`config.mk`:
```
export PLATFORM = sky130hd
export DESIGN_NAME = sop_supervisor
export DESIGN_NICKNAME = d
export VERILOG_FILES = /design/src/hdl/sop_sync.v /design/src/hdl/sop_supervisor.v
export VERILOG_INCLUDE_DIRS = /design/src /design/src/include
export SDC_FILE = /design/constraint.sdc
export NUM_CORES = 1
export LEC_CHECK = 0
export BUFFER_PORTS_ARGS = -buffer_cell sky130_fd_sc_hd__buf_2
export CAP_MARGIN = 10
export CORE_MARGIN = 2
export CORE_UTILIZATION = 40
export DETAILED_ROUTE_END_ITERATION = 7
export GPL_ROUTABILITY_DRIVEN = 0
export HOLD_SLACK_MARGIN = 0.08
export PLACE_DENSITY = 0.66
export SYNTH_ARGS = -nofsm -noshare
export SYNTH_HDL_FRONTEND = slang
export SYNTH_HIERARCHICAL = 1
export SYNTH_SLANG_ARGS = --single-unit
```
`constraint.sdc`:
```
create_clock -name clk -period 17.9 [get_ports clk]
set_clock_uncertainty 0.1 [all_clocks]
set_input_delay 0.895 -clock clk [delete_from_list [all_inputs] [get_ports clk]]
set_output_delay 0.895 -clock clk [all_outputs]
set_load 0.1 [all_outputs]
```
`src/include/sop_consts.vh`:
```
// Constants for the safety output supervisor
`ifndef SOP_CONSTS_VH
`define SOP_CONSTS_VH

// Register byte offsets
`define SOP_CTRL_OFS      6'h00
`define SOP_STATUS_OFS    6'h04
`define SOP_IRQ_STAT_OFS  6'h08
`define SOP_IRQ_MASK_OFS  6'h0C
`define SOP_MUTE_GAP_OFS  6'h10
`define SOP_MUTE_MAX_OFS  6'h14
`define SOP_OVR_MAX_OFS   6'h18
`define SOP_AREA_MAP_OFS  6'h1C
`define SOP_AREA_NEXT_OFS 6'h20

// Control fields
`define SOP_CTRL_AUTO     0
`define SOP_CTRL_ILOCK    1
`define SOP_CTRL_MUTE_EN  2
`define SOP_CTRL_ORDER    3
`define SOP_CTRL_REF_EN   4
`define SOP_CTRL_SEQ_EN   5
`define SOP_CTRL_W        6

// Status fields
`define SOP_ST_OUT        0
`define SOP_ST_MUTED      1
`define SOP_ST_OVR        2
`define SOP_ST_LOCK       3
`define SOP_ST_SEQF       4
`define SOP_ST_AREA_LO    5

// Event bits
`define SOP_EV_INTRUSION  0
`define SOP_EV_MUTE_FAULT 1
`define SOP_EV_MUTE_TMO   2
`define SOP_EV_OVR_TMO    3
`define SOP_EV_REF        4
`define SOP_EV_AREA_SEQ   5
`define SOP_EV_CONTAM     6
`define SOP_EV_W          7

// Reset values
`define SOP_CTRL_RST      6'h02
`define SOP_MASK_RST      7'h00
`define SOP_MUTE_GAP_RST  32'h000F4240
`define SOP_MUTE_MAX_RST  32'h05F5E100
`define SOP_OVR_MAX_RST   32'h05F5E100
`define SOP_AREA_MAP_RST  8'hE4
`define SOP_AREA_NEXT_RST 8'h39

`endif

```
`src/hdl/sop_sync.v`:
```
// Two-flop synchroniser for a vector of pin inputs
`timescale 1ns/1ps
module sop_sync #(
   parameter W = 1
) (
   input  wire         clk,
   input  wire         rst,
   input  wire [W-1:0] d,
   output wire [W-1:0] q
);
   reg [W-1:0] meta_r;
   reg [W-1:0] sync_r;

   always @(posedge clk or posedge rst) begin
      if (rst) begin
         meta_r <= {W{1'b0}};
         sync_r <= {W{1'b0}};
      end else begin
         meta_r <= d;
         sync_r <= meta_r;
      end
   end

   assign q = sync_r;
endmodule // sop_sync

```
`src/hdl/sop_supervisor.v`:
```
// Safety switching output supervisor with Avalon-MM registers
// Contract
// Output off on object in protection zone
// Output stays off while object in zone
// Auto restart: output on once zone clear
// Manual restart: output held off after intrusion
// Start interlock holds output off until reset
// Object outside muting area ends muting
// Wrong muting input order blocks muting
// Muting input gap over interval blocks muting
// Override ends after maximum override period
// Muting ends after maximum muting period
// Reference displacement switches output off
// Area order violation switches output off
// Window contamination switches output off
// Area from mapping of select inputs, shown
// Muted: inside-muting-area detections keep output
`timescale 1ns/1ps
`include "sop_consts.vh"
module sop_supervisor (
   input  wire        clk,
   input  wire        rst,
   input  wire [5:0]  avs_address,
   input  wire        avs_read,
   input  wire        avs_write,
   input  wire [31:0] avs_writedata,
   input  wire [3:0]  avs_byteenable,
   output wire [31:0] avs_readdata,
   output wire        avs_waitrequest,
   input  wire        zone_obj,
   input  wire        zone_obj_outside_mute,
   input  wire        ref_displaced,
   input  wire        window_contam,
   input  wire        reset_in,
   input  wire        mute_in1,
   input  wire        mute_in2,
   input  wire        override_in,
   input  wire [1:0]  area_sel,
   output wire        safety_switch_output,
   output wire        muting_active,
   output wire [1:0]  area_index,
   output wire        irq
);
   localparam [1:0] MS_IDLE  = 2'h0;
   localparam [1:0] MS_FIRST = 2'h1;
   localparam [1:0] MS_MUTED = 2'h2;
   localparam [1:0] MS_BLOCK = 2'h3;

   function [1:0] pick2;
      input [7:0] tbl;
      input [1:0] idx;
      begin
         pick2 = tbl[idx*2 +: 2];
      end
   endfunction

   function [31:0] bmerge;
      input [31:0] old;
      input [31:0] wd;
      input [3:0]  be;
      integer i;
      begin
         bmerge = old;
         for (i = 0; i < 4; i = i + 1) begin
            if (be[i])
               bmerge[i*8 +: 8] = wd[i*8 +: 8];
         end
      end
   endfunction

   wire [5:0] pin_q;
   sop_sync #(.W(6)) u_sync (
      .clk (clk),
      .rst (rst),
      .d   ({area_sel, override_in, mute_in2, mute_in1, reset_in}),
      .q   (pin_q)
   );
   wire       rst_s  = pin_q[0];
   wire       m1_s   = pin_q[1];
   wire       m2_s   = pin_q[2];
   wire       ovr_s  = pin_q[3];
   wire [1:0] asel_s = pin_q[5:4];

   reg [`SOP_CTRL_W-1:0] ctrl_r;
   reg [`SOP_EV_W-1:0]   irq_stat_r;
   reg [`SOP_EV_W-1:0]   irq_mask_r;
   reg [31:0]            mute_gap_r;
   reg [31:0]            mute_max_r;
   reg [31:0]            ovr_max_r;
   reg [7:0]             area_map_r;
   reg [7:0]             area_next_r;
   reg                   wait_r;
   reg [31:0]            rdata_r;
   reg                   out_r;
   reg                   muted_r;
   reg                   ovr_r;
   reg                   lock_r;
   reg                   boot_r;
   reg                   seqf_r;
   reg [1:0]             area_r;
   reg                   irq_r;
   reg [1:0]             ms_r;
   reg [31:0]            mcnt_r;
   reg [31:0]            ocnt_r;
   reg                   rst_d_r;
   reg                   ovr_d_r;
   reg                   contam_d_r;
   reg                   ref_d_r;

   // Bus access phase
   wire req    = avs_read | avs_write;
   wire access = req & ~wait_r;
   wire wr     = access & avs_write;

   wire auto_m  = ctrl_r[`SOP_CTRL_AUTO];
   wire ilock   = ctrl_r[`SOP_CTRL_ILOCK];
   wire mute_en = ctrl_r[`SOP_CTRL_MUTE_EN];
   wire order   = ctrl_r[`SOP_CTRL_ORDER];
   wire ref_en  = ctrl_r[`SOP_CTRL_REF_EN];
   wire seq_en  = ctrl_r[`SOP_CTRL_SEQ_EN];

   wire first_in  = order ? m2_s : m1_s;
   wire second_in = order ? m1_s : m2_s;
   wire rst_rise  = rst_s & ~rst_d_r;
   wire ovr_rise  = ovr_s & ~ovr_d_r;

   // Area selection and sequence check
   wire [1:0] area_new = pick2(area_map_r, asel_s);
   wire       area_chg = area_new != area_r;
   wire       seq_bad  = seq_en & area_chg &
                         (area_new != pick2(area_next_r, area_r));

   // Muting sequencer next state
   reg [1:0]  ms_nxt;
   reg        mfault_ev;
   reg        mtmo_ev;
   always @* begin
      ms_nxt    = ms_r;
      mfault_ev = 1'b0;
      mtmo_ev   = 1'b0;
      case (ms_r)
         MS_IDLE: begin
            if (!mute_en)
               ms_nxt = MS_IDLE;
            else if (first_in & second_in)
               ms_nxt = MS_MUTED;
            else if (first_in)
               ms_nxt = MS_FIRST;
            else if (second_in) begin
               ms_nxt    = MS_BLOCK;
               mfault_ev = 1'b1;
            end
         end
         MS_FIRST: begin
            if (!mute_en || !first_in)
               ms_nxt = MS_IDLE;
            else if (mcnt_r > mute_gap_r) begin
               ms_nxt    = MS_BLOCK;
               mfault_ev = 1'b1;
            end else if (second_in)
               ms_nxt = MS_MUTED;
         end
         MS_MUTED: begin
            if (!mute_en || !first_in || !second_in)
               ms_nxt = MS_BLOCK;
            else if (zone_obj_outside_mute)
               ms_nxt = MS_BLOCK;
            else if (mcnt_r > mute_max_r) begin
               ms_nxt  = MS_BLOCK;
               mtmo_ev = 1'b1;
            end
         end
         MS_BLOCK: begin
            if (!m1_s && !m2_s)
               ms_nxt = MS_IDLE;
         end
         default: ms_nxt = MS_IDLE;
      endcase
   end

   wire muted_nxt = ms_nxt == MS_MUTED;
   wire mute_eff  = muted_r | ovr_r;

   // Override: started by rising edge, limited in time
   wire ovr_tmo  = ovr_r & (ocnt_r > ovr_max_r);
   wire ovr_nxt  = mute_en & ~ovr_tmo &
                   (ovr_r ? ovr_s : ovr_rise);

   // Trip conditions
   wire obj_eff  = mute_eff ? zone_obj_outside_mute : zone_obj;
   wire ref_trip = ref_en & ref_displaced;
   wire trip     = obj_eff | ref_trip | window_contam | seq_bad;
   wire seqf_nxt = seq_bad | (seqf_r & ~rst_rise);
   wire lock_nxt = boot_r ? ilock :
                   (~auto_m & trip) ? 1'b1 :
                   (rst_rise & ~trip) ? 1'b0 : lock_r;
   wire out_nxt  = ~trip & ~lock_nxt & ~seqf_nxt;

   wire [`SOP_EV_W-1:0] ev;
   assign ev[`SOP_EV_INTRUSION]  = out_r & ~out_nxt;
   assign ev[`SOP_EV_MUTE_FAULT] = mfault_ev;
   assign ev[`SOP_EV_MUTE_TMO]   = mtmo_ev;
   assign ev[`SOP_EV_OVR_TMO]    = ovr_tmo;
   assign ev[`SOP_EV_REF]        = ref_trip & ~ref_d_r;
   assign ev[`SOP_EV_AREA_SEQ]   = seq_bad;
   assign ev[`SOP_EV_CONTAM]     = window_contam & ~contam_d_r;

   wire [31:0] clr_w = bmerge(32'h00000000, avs_writedata, avs_byteenable);
   wire [`SOP_EV_W-1:0] clr =
      (wr && avs_address == `SOP_IRQ_STAT_OFS) ?
      clr_w[`SOP_EV_W-1:0] : {`SOP_EV_W{1'b0}};
   wire [`SOP_EV_W-1:0] stat_nxt = ev | (irq_stat_r & ~clr);

   // Read mux
   reg [31:0] rd_nxt;
   always @* begin
      rd_nxt = 32'h00000000;
      case (avs_address)
         `SOP_CTRL_OFS:      rd_nxt[`SOP_CTRL_W-1:0] = ctrl_r;
         `SOP_STATUS_OFS: begin
            rd_nxt[`SOP_ST_OUT]   = out_r;
            rd_nxt[`SOP_ST_MUTED] = muted_r;
            rd_nxt[`SOP_ST_OVR]   = ovr_r;
            rd_nxt[`SOP_ST_LOCK]  = lock_r;
            rd_nxt[`SOP_ST_SEQF]  = seqf_r;
            rd_nxt[`SOP_ST_AREA_LO +: 2] = area_r;
         end
         `SOP_IRQ_STAT_OFS:  rd_nxt[`SOP_EV_W-1:0] = irq_stat_r;
         `SOP_IRQ_MASK_OFS:  rd_nxt[`SOP_EV_W-1:0] = irq_mask_r;
         `SOP_MUTE_GAP_OFS:  rd_nxt = mute_gap_r;
         `SOP_MUTE_MAX_OFS:  rd_nxt = mute_max_r;
         `SOP_OVR_MAX_OFS:   rd_nxt = ovr_max_r;
         `SOP_AREA_MAP_OFS:  rd_nxt[7:0] = area_map_r;
         `SOP_AREA_NEXT_OFS: rd_nxt[7:0] = area_next_r;
         default:            rd_nxt = 32'h00000000;
      endcase
   end

   // Write data merged into the addressed register by byte lane
   wire [31:0] wmerge = bmerge(rd_nxt, avs_writedata, avs_byteenable);

   // Bus slave and registers
   always @(posedge clk or posedge rst) begin
      if (rst) begin
         wait_r      <= 1'b1;
         rdata_r     <= 32'h00000000;
         ctrl_r      <= `SOP_CTRL_RST;
         irq_mask_r  <= `SOP_MASK_RST;
         mute_gap_r  <= `SOP_MUTE_GAP_RST;
         mute_max_r  <= `SOP_MUTE_MAX_RST;
         ovr_max_r   <= `SOP_OVR_MAX_RST;
         area_map_r  <= `SOP_AREA_MAP_RST;
         area_next_r <= `SOP_AREA_NEXT_RST;
      end else begin
         wait_r <= ~(req & wait_r);
         if (req & wait_r & avs_read)
            rdata_r <= rd_nxt;
         if (wr) begin
            case (avs_address)
               `SOP_CTRL_OFS:      ctrl_r      <= wmerge[`SOP_CTRL_W-1:0];
               `SOP_IRQ_MASK_OFS:  irq_mask_r  <= wmerge[`SOP_EV_W-1:0];
               `SOP_MUTE_GAP_OFS:  mute_gap_r  <= wmerge;
               `SOP_MUTE_MAX_OFS:  mute_max_r  <= wmerge;
               `SOP_OVR_MAX_OFS:   ovr_max_r   <= wmerge;
               `SOP_AREA_MAP_OFS:  area_map_r  <= wmerge[7:0];
               `SOP_AREA_NEXT_OFS: area_next_r <= wmerge[7:0];
               default: ;
            endcase
         end
      end
   end

   // Supervisor state
   always @(posedge clk or posedge rst) begin
      if (rst) begin
         out_r      <= 1'b0;
         muted_r    <= 1'b0;
         ovr_r      <= 1'b0;
         lock_r     <= 1'b1;
         boot_r     <= 1'b1;
         seqf_r     <= 1'b0;
         area_r     <= 2'h0;
         irq_r      <= 1'b0;
         irq_stat_r <= {`SOP_EV_W{1'b0}};
         ms_r       <= MS_IDLE;
         mcnt_r     <= 32'h00000000;
         ocnt_r     <= 32'h00000000;
         rst_d_r    <= 1'b0;
         ovr_d_r    <= 1'b0;
         contam_d_r <= 1'b0;
         ref_d_r    <= 1'b0;
      end else begin
         boot_r     <= 1'b0;
         rst_d_r    <= rst_s;
         ovr_d_r    <= ovr_s;
         contam_d_r <= window_contam;
         ref_d_r    <= ref_trip;
         out_r      <= out_nxt;
         lock_r     <= lock_nxt;
         seqf_r     <= seqf_nxt;
         area_r     <= area_new;
         ms_r       <= ms_nxt;
         muted_r    <= muted_nxt;
         ovr_r      <= ovr_nxt;
         irq_stat_r <= stat_nxt;
         irq_r      <= |(stat_nxt & irq_mask_r);
         if (ms_nxt != ms_r)
            mcnt_r <= 32'h00000000;
         else if (mcnt_r != 32'hFFFFFFFF)
            mcnt_r <= mcnt_r + 32'h00000001;
         if (!ovr_r)
            ocnt_r <= 32'h00000000;
         else if (ocnt_r != 32'hFFFFFFFF)
            ocnt_r <= ocnt_r + 32'h00000001;
      end
   end

   assign avs_readdata         = rdata_r;
   assign avs_waitrequest      = wait_r;
   assign safety_switch_output = out_r;
   assign muting_active        = muted_r;
   assign area_index           = area_r;
   assign irq                  = irq_r;
endmodule // sop_supervisor

```
After elaboration in Yosys (flattened, before gate mapping)
Index checks and enable logic that the tools add are counted.
W data, S select, Z words.
- register bits after elaboration: 256
- bits of input ports: 56
- output and inout port bits: 38
- word-level logic and storage cells: 160
- $add $sub $neg: 2
- magnitude comparators: 3
- equality and inequality tests: 18
- shift operators: 2
- multiplexer cells: 44
- bitwise operators: 44
- reduce and logical (&&, ||, !) cells: 20
- operator list (cell ; count):
    $mux W32 ; 4
    $gt A32 B32 Y1 ; 3
    $pmux W24 S3 ; 1
    $add A32 B1 Y32 const B ; 2
    $ne A32 B32 Y1 const B ; 2
    $pmux W6 S9 ; 1
    $mux W8 ; 4
    $eq A6 B5 Y1 const B ; 4
    $mux W2 ; 11
    $and A1 B1 Y1 ; 21
    $mux W1 ; 17
    $shiftx A8 B4 Y2 ; 2
    $and A7 B7 Y7 ; 2
    $mux W7 ; 2
    $reduce_and A2 Y1 ; 7
    $not A1 Y1 ; 13
    $eq A6 B4 Y1 const B ; 2
    $pmux W1 S8 ; 1
    $pmux W2 S4 ; 1
    $not A7 Y7 ; 1
    $or A7 B7 Y7 ; 1
    $reduce_or A7 Y1 ; 1
    $eq A2 B2 Y1 const B ; 3
    $eq A6 B3 Y1 const B ; 1
    other kinds (13) ; 26

Logic depth before layout (Yosys ltp)
Gate-level depths: netlist of the first run.
- depth in word-level cells: 18
- depth in mapped cells: 10

Cells and area by module
Netlist of the first run, hierarchy kept.
- modules (own cells, without submodules) (module ; instances ; cells each ; area each (µm²) ; seq. area each (µm²)):
    sop_supervisor ; 1 ; 1531 ; 14204.9 ; 6159.7
    sop_sync ; 1 ; 13 ; 304.0 ; 300.3

Least setup slack after synthesis of the first run
OpenSTA, ideal clock, no wires.
- path type: flip-flop to flip-flop
- start: register area_r[0] (netlist: area_index[0])
- end: register irq_r (netlist: irq)
- setup time: 0.126 ns
- arrival time: 2.794 ns
- data required time: 17.674 ns
- slack: 14.880 ns
- cell stages (with the launch flop): 8
- buffers on the path: 0
- period minus slack after synthesis: 3.020 ns
- cell sequence: dfrtp_1 > mux4_1 > xor2_1 > o221a_4 > o31ai_4 > a21bo_1 > o2111ai_1 > a221o_1
- longest elaborated chain between the ends: 17
- elaborated cells between the ends (all ways): 22
- classes of those cells: eq/ne: 2; shift: 1; mux: 3; bitwise: 15; reduce/logical: 1
- ends and longest elaborated chain (element ; line ; text):
    from (decl) ; sop_supervisor.v:100 ; reg [1:0] area_r;
    from (signal assigned) ; sop_supervisor.v:301 ; area_r <= area_new;
    $shiftx A8 B4 Y2 / $ne A2 B2 Y1 (equally long branches) ; sop_supervisor.v:53, sop_supervisor.v:129 ;
    $ne A2 B2 Y1 / $and A1 B1 Y1 (equally long branches) ; sop_supervisor.v:131, sop_supervisor.v:130 ;
    $and A1 B1 Y1 * ; sop_supervisor.v:130 ; wire seq_bad = seq_en & area_chg &
    $or A1 B1 Y1 ; sop_supervisor.v:192 ; wire trip = obj_eff | ref_trip | window_contam | seq_bad;
    $not A1 Y1 ; sop_supervisor.v:196, sop_supervisor.v:197 ;
    $and A1 B1 Y1 ; sop_supervisor.v:196 ; (rst_rise & ~trip) ? 1'b0 : lock_r;
    $mux W1 ; sop_supervisor.v:196 ;
    $mux W1 ; sop_supervisor.v:195 ; (~auto_m & trip) ? 1'b1 :
    $mux W1 ; sop_supervisor.v:194 ; wire lock_nxt = boot_r ? ilock :
    $not A1 Y1 ; sop_supervisor.v:197 ; wire out_nxt = ~trip & ~lock_nxt & ~seqf_nxt;
    $and A1 B1 Y1 (2 in series) ; sop_supervisor.v:197 ;
    $not A1 Y1 ; sop_supervisor.v:200 ; assign ev[`SOP_EV_INTRUSION] = out_r & ~out_nxt;
    $and A1 B1 Y1 ; sop_supervisor.v:200 ;
    $or A7 B7 Y7 * ; sop_supervisor.v:212 ; wire [`SOP_EV_W-1:0] stat_nxt = ev | (irq_stat_r & ~clr);
    $and A7 B7 Y7 * ; sop_supervisor.v:306 ; irq_r <= |(stat_nxt & irq_mask_r);
    $reduce_or A7 Y1 * ; sop_supervisor.v:306 ;
    to (signal assigned) ; sop_supervisor.v:306 ;
    to (decl) ; sop_supervisor.v:101 ; reg irq_r;
Mark *: on every way between the ends. The rest lies on a longest branch, timed or not.
A chain may end at the register's enable or synchronous reset.

Worst setup path in the final report of the first run
- start: input port avs_address[3]
- end: register ovr_max_r[0]
- longest elaborated chain between the ends: 3
- elaborated cells between the ends (all ways): 12
- classes of those cells: eq/ne: 8; mux: 2; reduce/logical: 2
- ends and longest elaborated chain (element ; line ; text):
    from (decl) ; sop_supervisor.v:23 ; input wire [5:0] avs_address,
    $eq A6 B6 Y1 (tied with other cells) ; sop_supervisor.v:218 ; case (avs_address)
    $pmux W6 S9 ; sop_supervisor.v:218 ;
    $mux W8 ; sop_supervisor.v:65 ; if (be[i])
    to (signal assigned) ; sop_supervisor.v:251 ; ovr_max_r <= `SOP_OVR_MAX_RST;
    to (signal assigned) ; sop_supervisor.v:264 ; `SOP_OVR_MAX_OFS: ovr_max_r <= wmerge;
    to (decl) ; sop_supervisor.v:89 ; reg [31:0] ovr_max_r;
Several ways; a longest one is shown, not always the timed one.

==> flow_metrics.tcl, run 1 <==
set metrics [dict create \
    hold_path_class "flip-flop to flip-flop" \
    die_h_um 194.5 \
    highest-signal-layer "met4" \
    cpPeakStageDelay_ns 1.06 \
    final_common_cell "nand2_1" \
    synthArstFlopShare_pct 100.0 \
    drive_gt1_share_pct 17.15 \
    holdBufCountCts 0 \
    cts.sinks 256 \
    grt.total_usage_pct 20.96 \
    hold_start "u_sync/meta_r[0]" \
    viasPerCell 5.575 \
    antenna_found_initial 0 \
    synth_ff_type "dfrtp_1" \
    pwr-share-clk_pct 39.5 \
    failed_checks "DRC" \
    period_needed_ns 3.818 \
    ir_drop_v 0.00008179 \
    vias 11640 \
    cap_viol_max_count 0 \
    ys_types 74 \
    core_um2 35660 \
    die_w_um 194.5 \
    synth_fp_nets 1698 \
    cts_setup_buffers 0 \
    io_buffers 93 \
    cts.root.buffer_cell "clkbuf_16" \
    combinationalPowerShare_pct 17.6 \
    relSlewSlack_pct 26.60 \
    drc_errors 3 \
    slew_viol_final 0 \
    syn_inst 1544 \
    holdWs_ns 0.2459 \
    rows 69 \
    worstMarginPinSlew_ns 1.096 \
    grt_pass1_wl_um 63390 \
    dp_hpwl_um 28590 \
    cts_buffers 29 \
    multi_input_area_um2 7293 \
    path_buf_inv 1 \
    drt_pass1_iterations 7 \
    crit_slowest_cell "nand3_2" \
    ys_seq_elements 256 \
    p_sw_mw 0.4657 \
    tritoncts "yes" \
    avgSynthCellArea_um2 9.397 \
    htreeDepth 1 \
    cts_resized 0 \
    num-fill-cells 3433 \
    route.met2.wl_um 17930 \
    cts.reportedPaths.clkPinSlew_ns 0.06 \
    seq_area_frac_synth_pct 44.52 \
    postRouteWirelength_um 39420 \
    grt_max_degree 106 \
    seq_power_share_pct 42.8 \
    end_kind "flip-flop" \
    hold_violations 0 \
    r2r_start "mute_max_r[23]" \
    critPathTopFamily "simple AND/OR/NAND/NOR gates" \
    path_class "primary input to flip-flop" \
    io_pins 94 \
    die_area_um2 37810 \
    insertion_delay_ns 0.57 \
    mostFrequentLayoutCells "nand2_1 (228), dfrtp_1 (213), o21ai_0 (158)" \
    grt_pass1_vias 11210 \
    cp.arrival_ns 4.16 \
    stdcell_area_um2 16250 \
    period_share_pct 21.33 \
    wl_met1_um 18090 \
    grt_setup_unrepaired "false" \
    synth_edf_count 0 \
    critPathRequiredTime_ns 18.25 \
    power.density_nw_per_um2 93.25 \
    tns_ns 0 \
    ant_nets 0 \
    regArea_um2 6460 \
    wl_met3_um 2442 \
    placed_cell_area_um2 15300 \
    crit_start "avs_address[3]" \
    p_int_mw 1.050 \
    drt-initial-drc-count 928 \
    startpoint_type "primary input" \
    synth_warnings 6 \
    layout.nets 1758 \
    leakagePower_nw 7.144 \
    syn_area_um2 14510 \
    setup_viol 0 \
    start_util_pct 40.69 \
    syn2layout_area_growth_pct 12.01 \
    path_cells "buf_2, nor2b_2, nand3_2, mux2_2" \
    antennaDiodeCount 0 \
    crit_fanout 57 \
    max_freq_mhz 261.9 \
    cts_buffer_depth 3 \
    outcome "complete, but fails checks" \
    grt-ovfl-total 0 \
    routedWlPerCell_um 18.88 \
    p_sw_share_pct 30.73 \
]
[power groups by stage]
stage / Combinational, mW / Clock (mW) / Sequential, mW
floorplan: 0.164 / 0 / 0.686
global placement: 0.261 / 0 / 0.657
detailed placement: 0.265 / 0 / 0.658
CTS: 0.267 / 0.611 / 0.648
global route: 0.294 / 0.634 / 0.654
finish: 0.267 / 0.599 / 0.649
[metrics by stage]
step           worst slack (ns)  power (mW)  util (%)  std cells
2_1_floorplan             10.27      0.8497         -       1544
6_report                  14.08       1.516     45.58       2088
4_1_cts                   14.08       1.526     45.58       2088
3_5_place_dp              13.54      0.9233     42.91       2034
3_3_place_gp              13.63      0.9178     42.91       2034
5_1_grt                   13.82       1.582     45.58       2088
[worst reg2reg max path, stage by stage, from the launching register on]
cell,delay [ns]
dfstp_2,0.55
inv_1,0.05
ha_1,0.30
nand4_1,0.19
or4_1,0.60
o21bai_1,0.17
o22ai_1,0.22
nor3_2,0.40
o221a_2,0.76
nor3_1,0.18
[cells in the mapped netlist, drive strengths merged, types with 7 or more instances]
master	count	share of area, %
a221oi	16	0.97
clkbuf	50	1.3
a21o	10	0.53
nand2	229	5.9
and2	8	0.34
dfstp	43	7.8
xor2	29	1.8
buf	22	1.1
nor3	57	2.0
o21ai	158	5.5
nor2	81	2.1
xnor2	35	2.1
nand4	35	1.5
a21oi	71	2.5
a221o	7	0.48
nor4	19	0.91
nand3	44	1.5
and3	16	0.69
inv	116	3.0
nor2b	7	0.30
mux2	59	4.6
ha	98	8.5
a211oi	8	0.41
dfrtp	213	37
and4	11	0.66
mux2i	31	2.1
[sequential cells by signal, indices dropped and copies added (netlist names), 6 cells and up]
signal	flops
area_next_r	8
u_sync/q	6
ctrl_r	6
area_map_r	8
irq_stat_r	7
ocnt_r	32
mcnt_r	32
ovr_max_r	32
u_sync/meta_r	6
avs_readdata	32
irq_mask_r	7
mute_max_r	32
mute_gap_r	32
[final cells by class]
type / count / area share [%]
Clock buffer: 43 / 5.158
Clock inverter: 11 / 0.7083
Inverter: 116 / 2.725
Multi-Input combinational cell: 1100 / 44.88
Sequential cell: 256 / 39.75
Tap cell: 461 / 3.549
Timing Repair Buffer: 101 / 3.234
[routing by layer]
layer	up-vias	GRT usage [%]
met5	-	0
met4	0	5.527
met3	65	3.522
met2	367	32.78
met1	5665	30.08
li1	5544	-
[cell families after synthesis]
kind of cell / after synthesis / synth area share, %
flip-flops: 256 / 44.52
AND/OR/NAND/NOR: 534 / 17.56
multiplexers: 94 / 7.390
XOR/XNOR: 64 / 3.863
buffers and inverters: 188 / 5.372
adder cells (fa/ha/maj): 98 / 8.451
other: 1 / 0.02585
AO/OA/AOI/OAI: 309 / 12.81
[path summary, 6_finish.rpt]
path	endpoint	slack, ns	cells after the start
worst max-delay path	ovr_max_r[0]	14.08	4
worst min-delay path	u_sync/q[0]	0.25	0
worst max register to register	mcnt_r[10]	14.22	9
worst min register to register	u_sync/q[0]	0.25	0
max in group asynchronous	avs_readdata[14]	15.93	3
min in group asynchronous	u_sync/meta_r[5]	0.28	2
Power figures use the tool's default switching activity.
==> run 2, diff against run 1 <==
--- a/config.mk
+++ b/config.mk
@@ -6,6 +6,7 @@
 export SDC_FILE = /design/constraint.sdc
 export NUM_CORES = 1
 export LEC_CHECK = 0
+export ABC_AREA = 1
 export BUFFER_PORTS_ARGS = -buffer_cell sky130_fd_sc_hd__buf_2
 export CAP_MARGIN = 10
 export CORE_MARGIN = 2
==> constraint.sdc (replaced) <==
create_clock -name clk -period 3.77 [get_ports clk]
set_clock_uncertainty 0.1 [all_clocks]
set_input_delay 0.1885 -clock clk [delete_from_list [all_inputs] [get_ports clk]]
set_output_delay 0.1885 -clock clk [all_outputs]
set_load 0.1 [all_outputs]
==> run 2 against run 1 <==
Compared with the run above:
- the flow now finishes without violations
- worst hold slack worse by 0.12 ns
- core utilization is 1.9 points higher
- cell area is 4.1% higher
- first-iteration DRC count is 6.1% higher
- flip-flop and latch count stayed put
- critical endpoint is now mcnt_r[29]
- largest cell class unchanged
==> flow_metrics.tcl, run 2 <==
set metrics [dict create \
    grt-ovfl-total 0 \
    tritoncts "yes" \
    path_class "flip-flop to flip-flop" \
    synthArstFlopShare_pct 100.0 \
    cts_buffer_depth 3 \
    hold_violations 0 \
    dp_hpwl_um 30410 \
    die_h_um 194.5 \
    cp.depth 17 \
    crit_end "mcnt_r[29]" \
    num-fill-cells 3455 \
    die_w_um 194.5 \
    max_freq_mhz 344.8 \
    start_util_pct 40.70 \
    antenna_found_initial 0 \
    ys_types 54 \
    synth_commonest_cells "nand2_1 (425), inv_1 (239), dfrtp_1 (213)" \
    grt_pass1_wl_um 67690 \
    synthAdderAreaFrac_pct 8.449 \
    reg2reg_depth 17 \
    r2r_setup_slack_ns 0.87 \
    syn_inst 1795 \
    startpoint_type "flip-flop" \
    drt_pass1_iterations 5 \
    fin_ws_ns 0.8700 \
    synth_ff_type "dfrtp_1" \
    syn_area_um2 14510 \
    grt.total_usage_pct 22.14 \
    seq_area_frac_synth_pct 44.51 \
    avgSynthCellArea_um2 8.085 \
    drive_gt1_share_pct 13.54 \
    routedWlPerCell_um 17.00 \
    io_buffers 93 \
    mostFrequentLayoutCells "nand2_1 (424), inv_1 (238), dfrtp_1 (213)" \
    path_cells "inv_1, ha_1, nand4_1, nor3_1, nand2_1, nand2_1, nand2_1, nand2_1, nand2_1, nand2_1, nand2_1, nand2_1, nand2_1, nand2_1, nand2_2, nand2_4, nor2_1" \
    htreeDepth 1 \
    synth_fp_nets 1949 \
    synth.area.mux_share_pct 0.1466 \
    ant_nets 0 \
    end_kind "flip-flop" \
    cts_setup_buffers 0 \
    yosys-top-cells-area "dfrtp_1 (37%), nand2_1 (11%), ha_1 (8.4%), dfstp_2 (7.8%), o21ai_0 (7.1%)" \
    power.density_nw_per_um2 422.0 \
    synth_compound_area_share_pct 15.00 \
    crit_start "mute_gap_r[9]" \
    insertion_delay_ns 0.55 \
    cpPeakStageDelay_ns 0.54 \
    worstMarginPinSlew_ns 1.029 \
    relSlewSlack_pct 31.15 \
    drt-initial-drc-count 985 \
    path_buf_inv 1 \
    leakagePower_nw 7.971 \
    cts.root.buffer_cell "clkbuf_16" \
    cp.arrival_ns 3.20 \
    highest-signal-layer "met4" \
    grt_setup_unrepaired "false" \
    synth_warnings 6 \
    period_needed_ns 2.900 \
    core_um2 35660 \
    viasPerCell 5.272 \
    antennaDiodeCount 0 \
    critPathTopFamily "simple AND/OR/NAND/NOR gates" \
    tns_ns 0 \
    rows 69 \
    cap_viol_max_count 0 \
    dp_slack_ns 0.8425 \
    ys_seq_elements 256 \
    wl_met1_um 18650 \
    rr_endpoint "mcnt_r[29]" \
    synth_edf_count 0 \
    ir_drop_v 0.0004016 \
    cts_buffers 29 \
    period_share_pct 76.92 \
    wl_met3_um 2296 \
    yosys.area_share.simple_pct 21.99 \
    grt_max_degree 124 \
    slew_viol_final 0 \
    crit_slowest_cell "dfstp_2" \
    critPathRequiredTime_ns 4.07 \
    crit_fanout 32 \
    final_common_cell "nand2_1" \
    synth_top_family_by_area "simple AND/OR/NAND/NOR gates" \
    layout.nets 2088 \
    hold_path_class "primary input to async pin" \
    drc_errors 0 \
    setup_viol 0 \
    io_pins 94 \
    outcome "complete, no violations" \
    syn2layout_area_growth_pct 16.60 \
    synthXorXnorAreaFrac_pct 1.931 \
    cp_common_cell "nand2_1" \
    r2r_start "mute_gap_r[9]" \
    grt_pass1_vias 12630 \
    route.met2.wl_um 18680 \
    yosysTopAreaCell "dfrtp_1" \
    yosysMostFrequentCell "nand2_1" \
    synth.top_cell.area_share_pct 36.73 \
    die_area_um2 37820 \
    postRouteWirelength_um 41110 \
    cts.sinks 256 \
    vias 12750 \
    cts.reportedPaths.clkPinSlew_ns 0.06 \
]
-- run 2: per-layer routing --
| layer | vias to the layer above | global-route usage, % |
|---|---|---|
| li1 | 6196 | - |
| met1 | 6044 | 30.60 |
| met2 | 419 | 36.25 |
| met3 | 89 | 2.551 |
| met4 | 0 | 7.322 |
| met5 | - | 0 |
-- run 2: what timing repair did --
item / in CTS / in global routing
hold endpoints to repair: 309 / 0
hold buffers: 51 / 0
gates resized for setup: 0 / 0
-- run 2: area by class of cell --
| class | count | area [um2] | share of cell area [%] |
|---|---|---|---|
| Clock buffer | 42 | 814.5 | 4.814 |
| Clock inverter | 12 | 120.1 | 0.7098 |
| Inverter | 245 | 923.4 | 5.457 |
| Multi-Input combinational cell | 1245 | 6903 | 40.79 |
| Sequential cell | 256 | 6460 | 38.18 |
| Tap cell | 461 | 576.8 | 3.409 |
| Timing Repair Buffer | 157 | 1124 | 6.640 |
-- run 2: tightest hold or removal path, stage by stage --
cell           delay (ns)
dlygate4sd3_1        0.53
buf_2                0.14
inv_1                0.34
-- run 2: how the worst min path moves through the flow --
stage | start | to | slack [ns]
after floorplan | rst | u_sync/meta_r[0] | -0.05
after CTS | avs_byteenable[2] | mute_gap_r[16] | 0.12
final | rst | u_sync/q[0] | 0.13
after global placement | rst | u_sync/q[1] | 0.15
after global routing | zone_obj_outside_mute | irq_stat_r[2] | 0.16
after detailed placement | rst | u_sync/meta_r[0] | 0.15
-- run 2: cell families (layout without fill, tap and decap cells) --
group / count (synthesis) / in the layout
buffers and inverters: 294 / 456
AND/OR/NAND/NOR: 707 / 707
adder cells (fa/ha/maj): 98 / 98
AO/OA/AOI/OAI: 405 / 405
XOR/XNOR: 32 / 32
multiplexers: 2 / 2
other: 1 / 1
flip-flops: 256 / 256
-- run 2: power by group --
part | internal [mW] | leakage, nW | switching (mW)
clock network | 1.63 | 0.461 | 1.14
logic | 0.346 | 4.33 | 0.926
registers | 2.96 | 3.18 | 0.135
total | 4.94 | 7.97 | 2.20
-- run 2: per-stage QoR --
step           util, %  instance area (um2)  hold WS, ns  instances  total power, mW
2_1_floorplan        -                14520     -0.04680       1795            4.106
3_3_place_gp     43.40                15480       0.1501       2313            4.335
3_5_place_dp     43.40                15480       0.1533       2313            4.366
4_1_cts          47.46                16920       0.1249       2418            7.207
5_1_grt          47.46                16920       0.1602       2418            7.482
6_report         47.46                16920       0.1260       2418            7.141
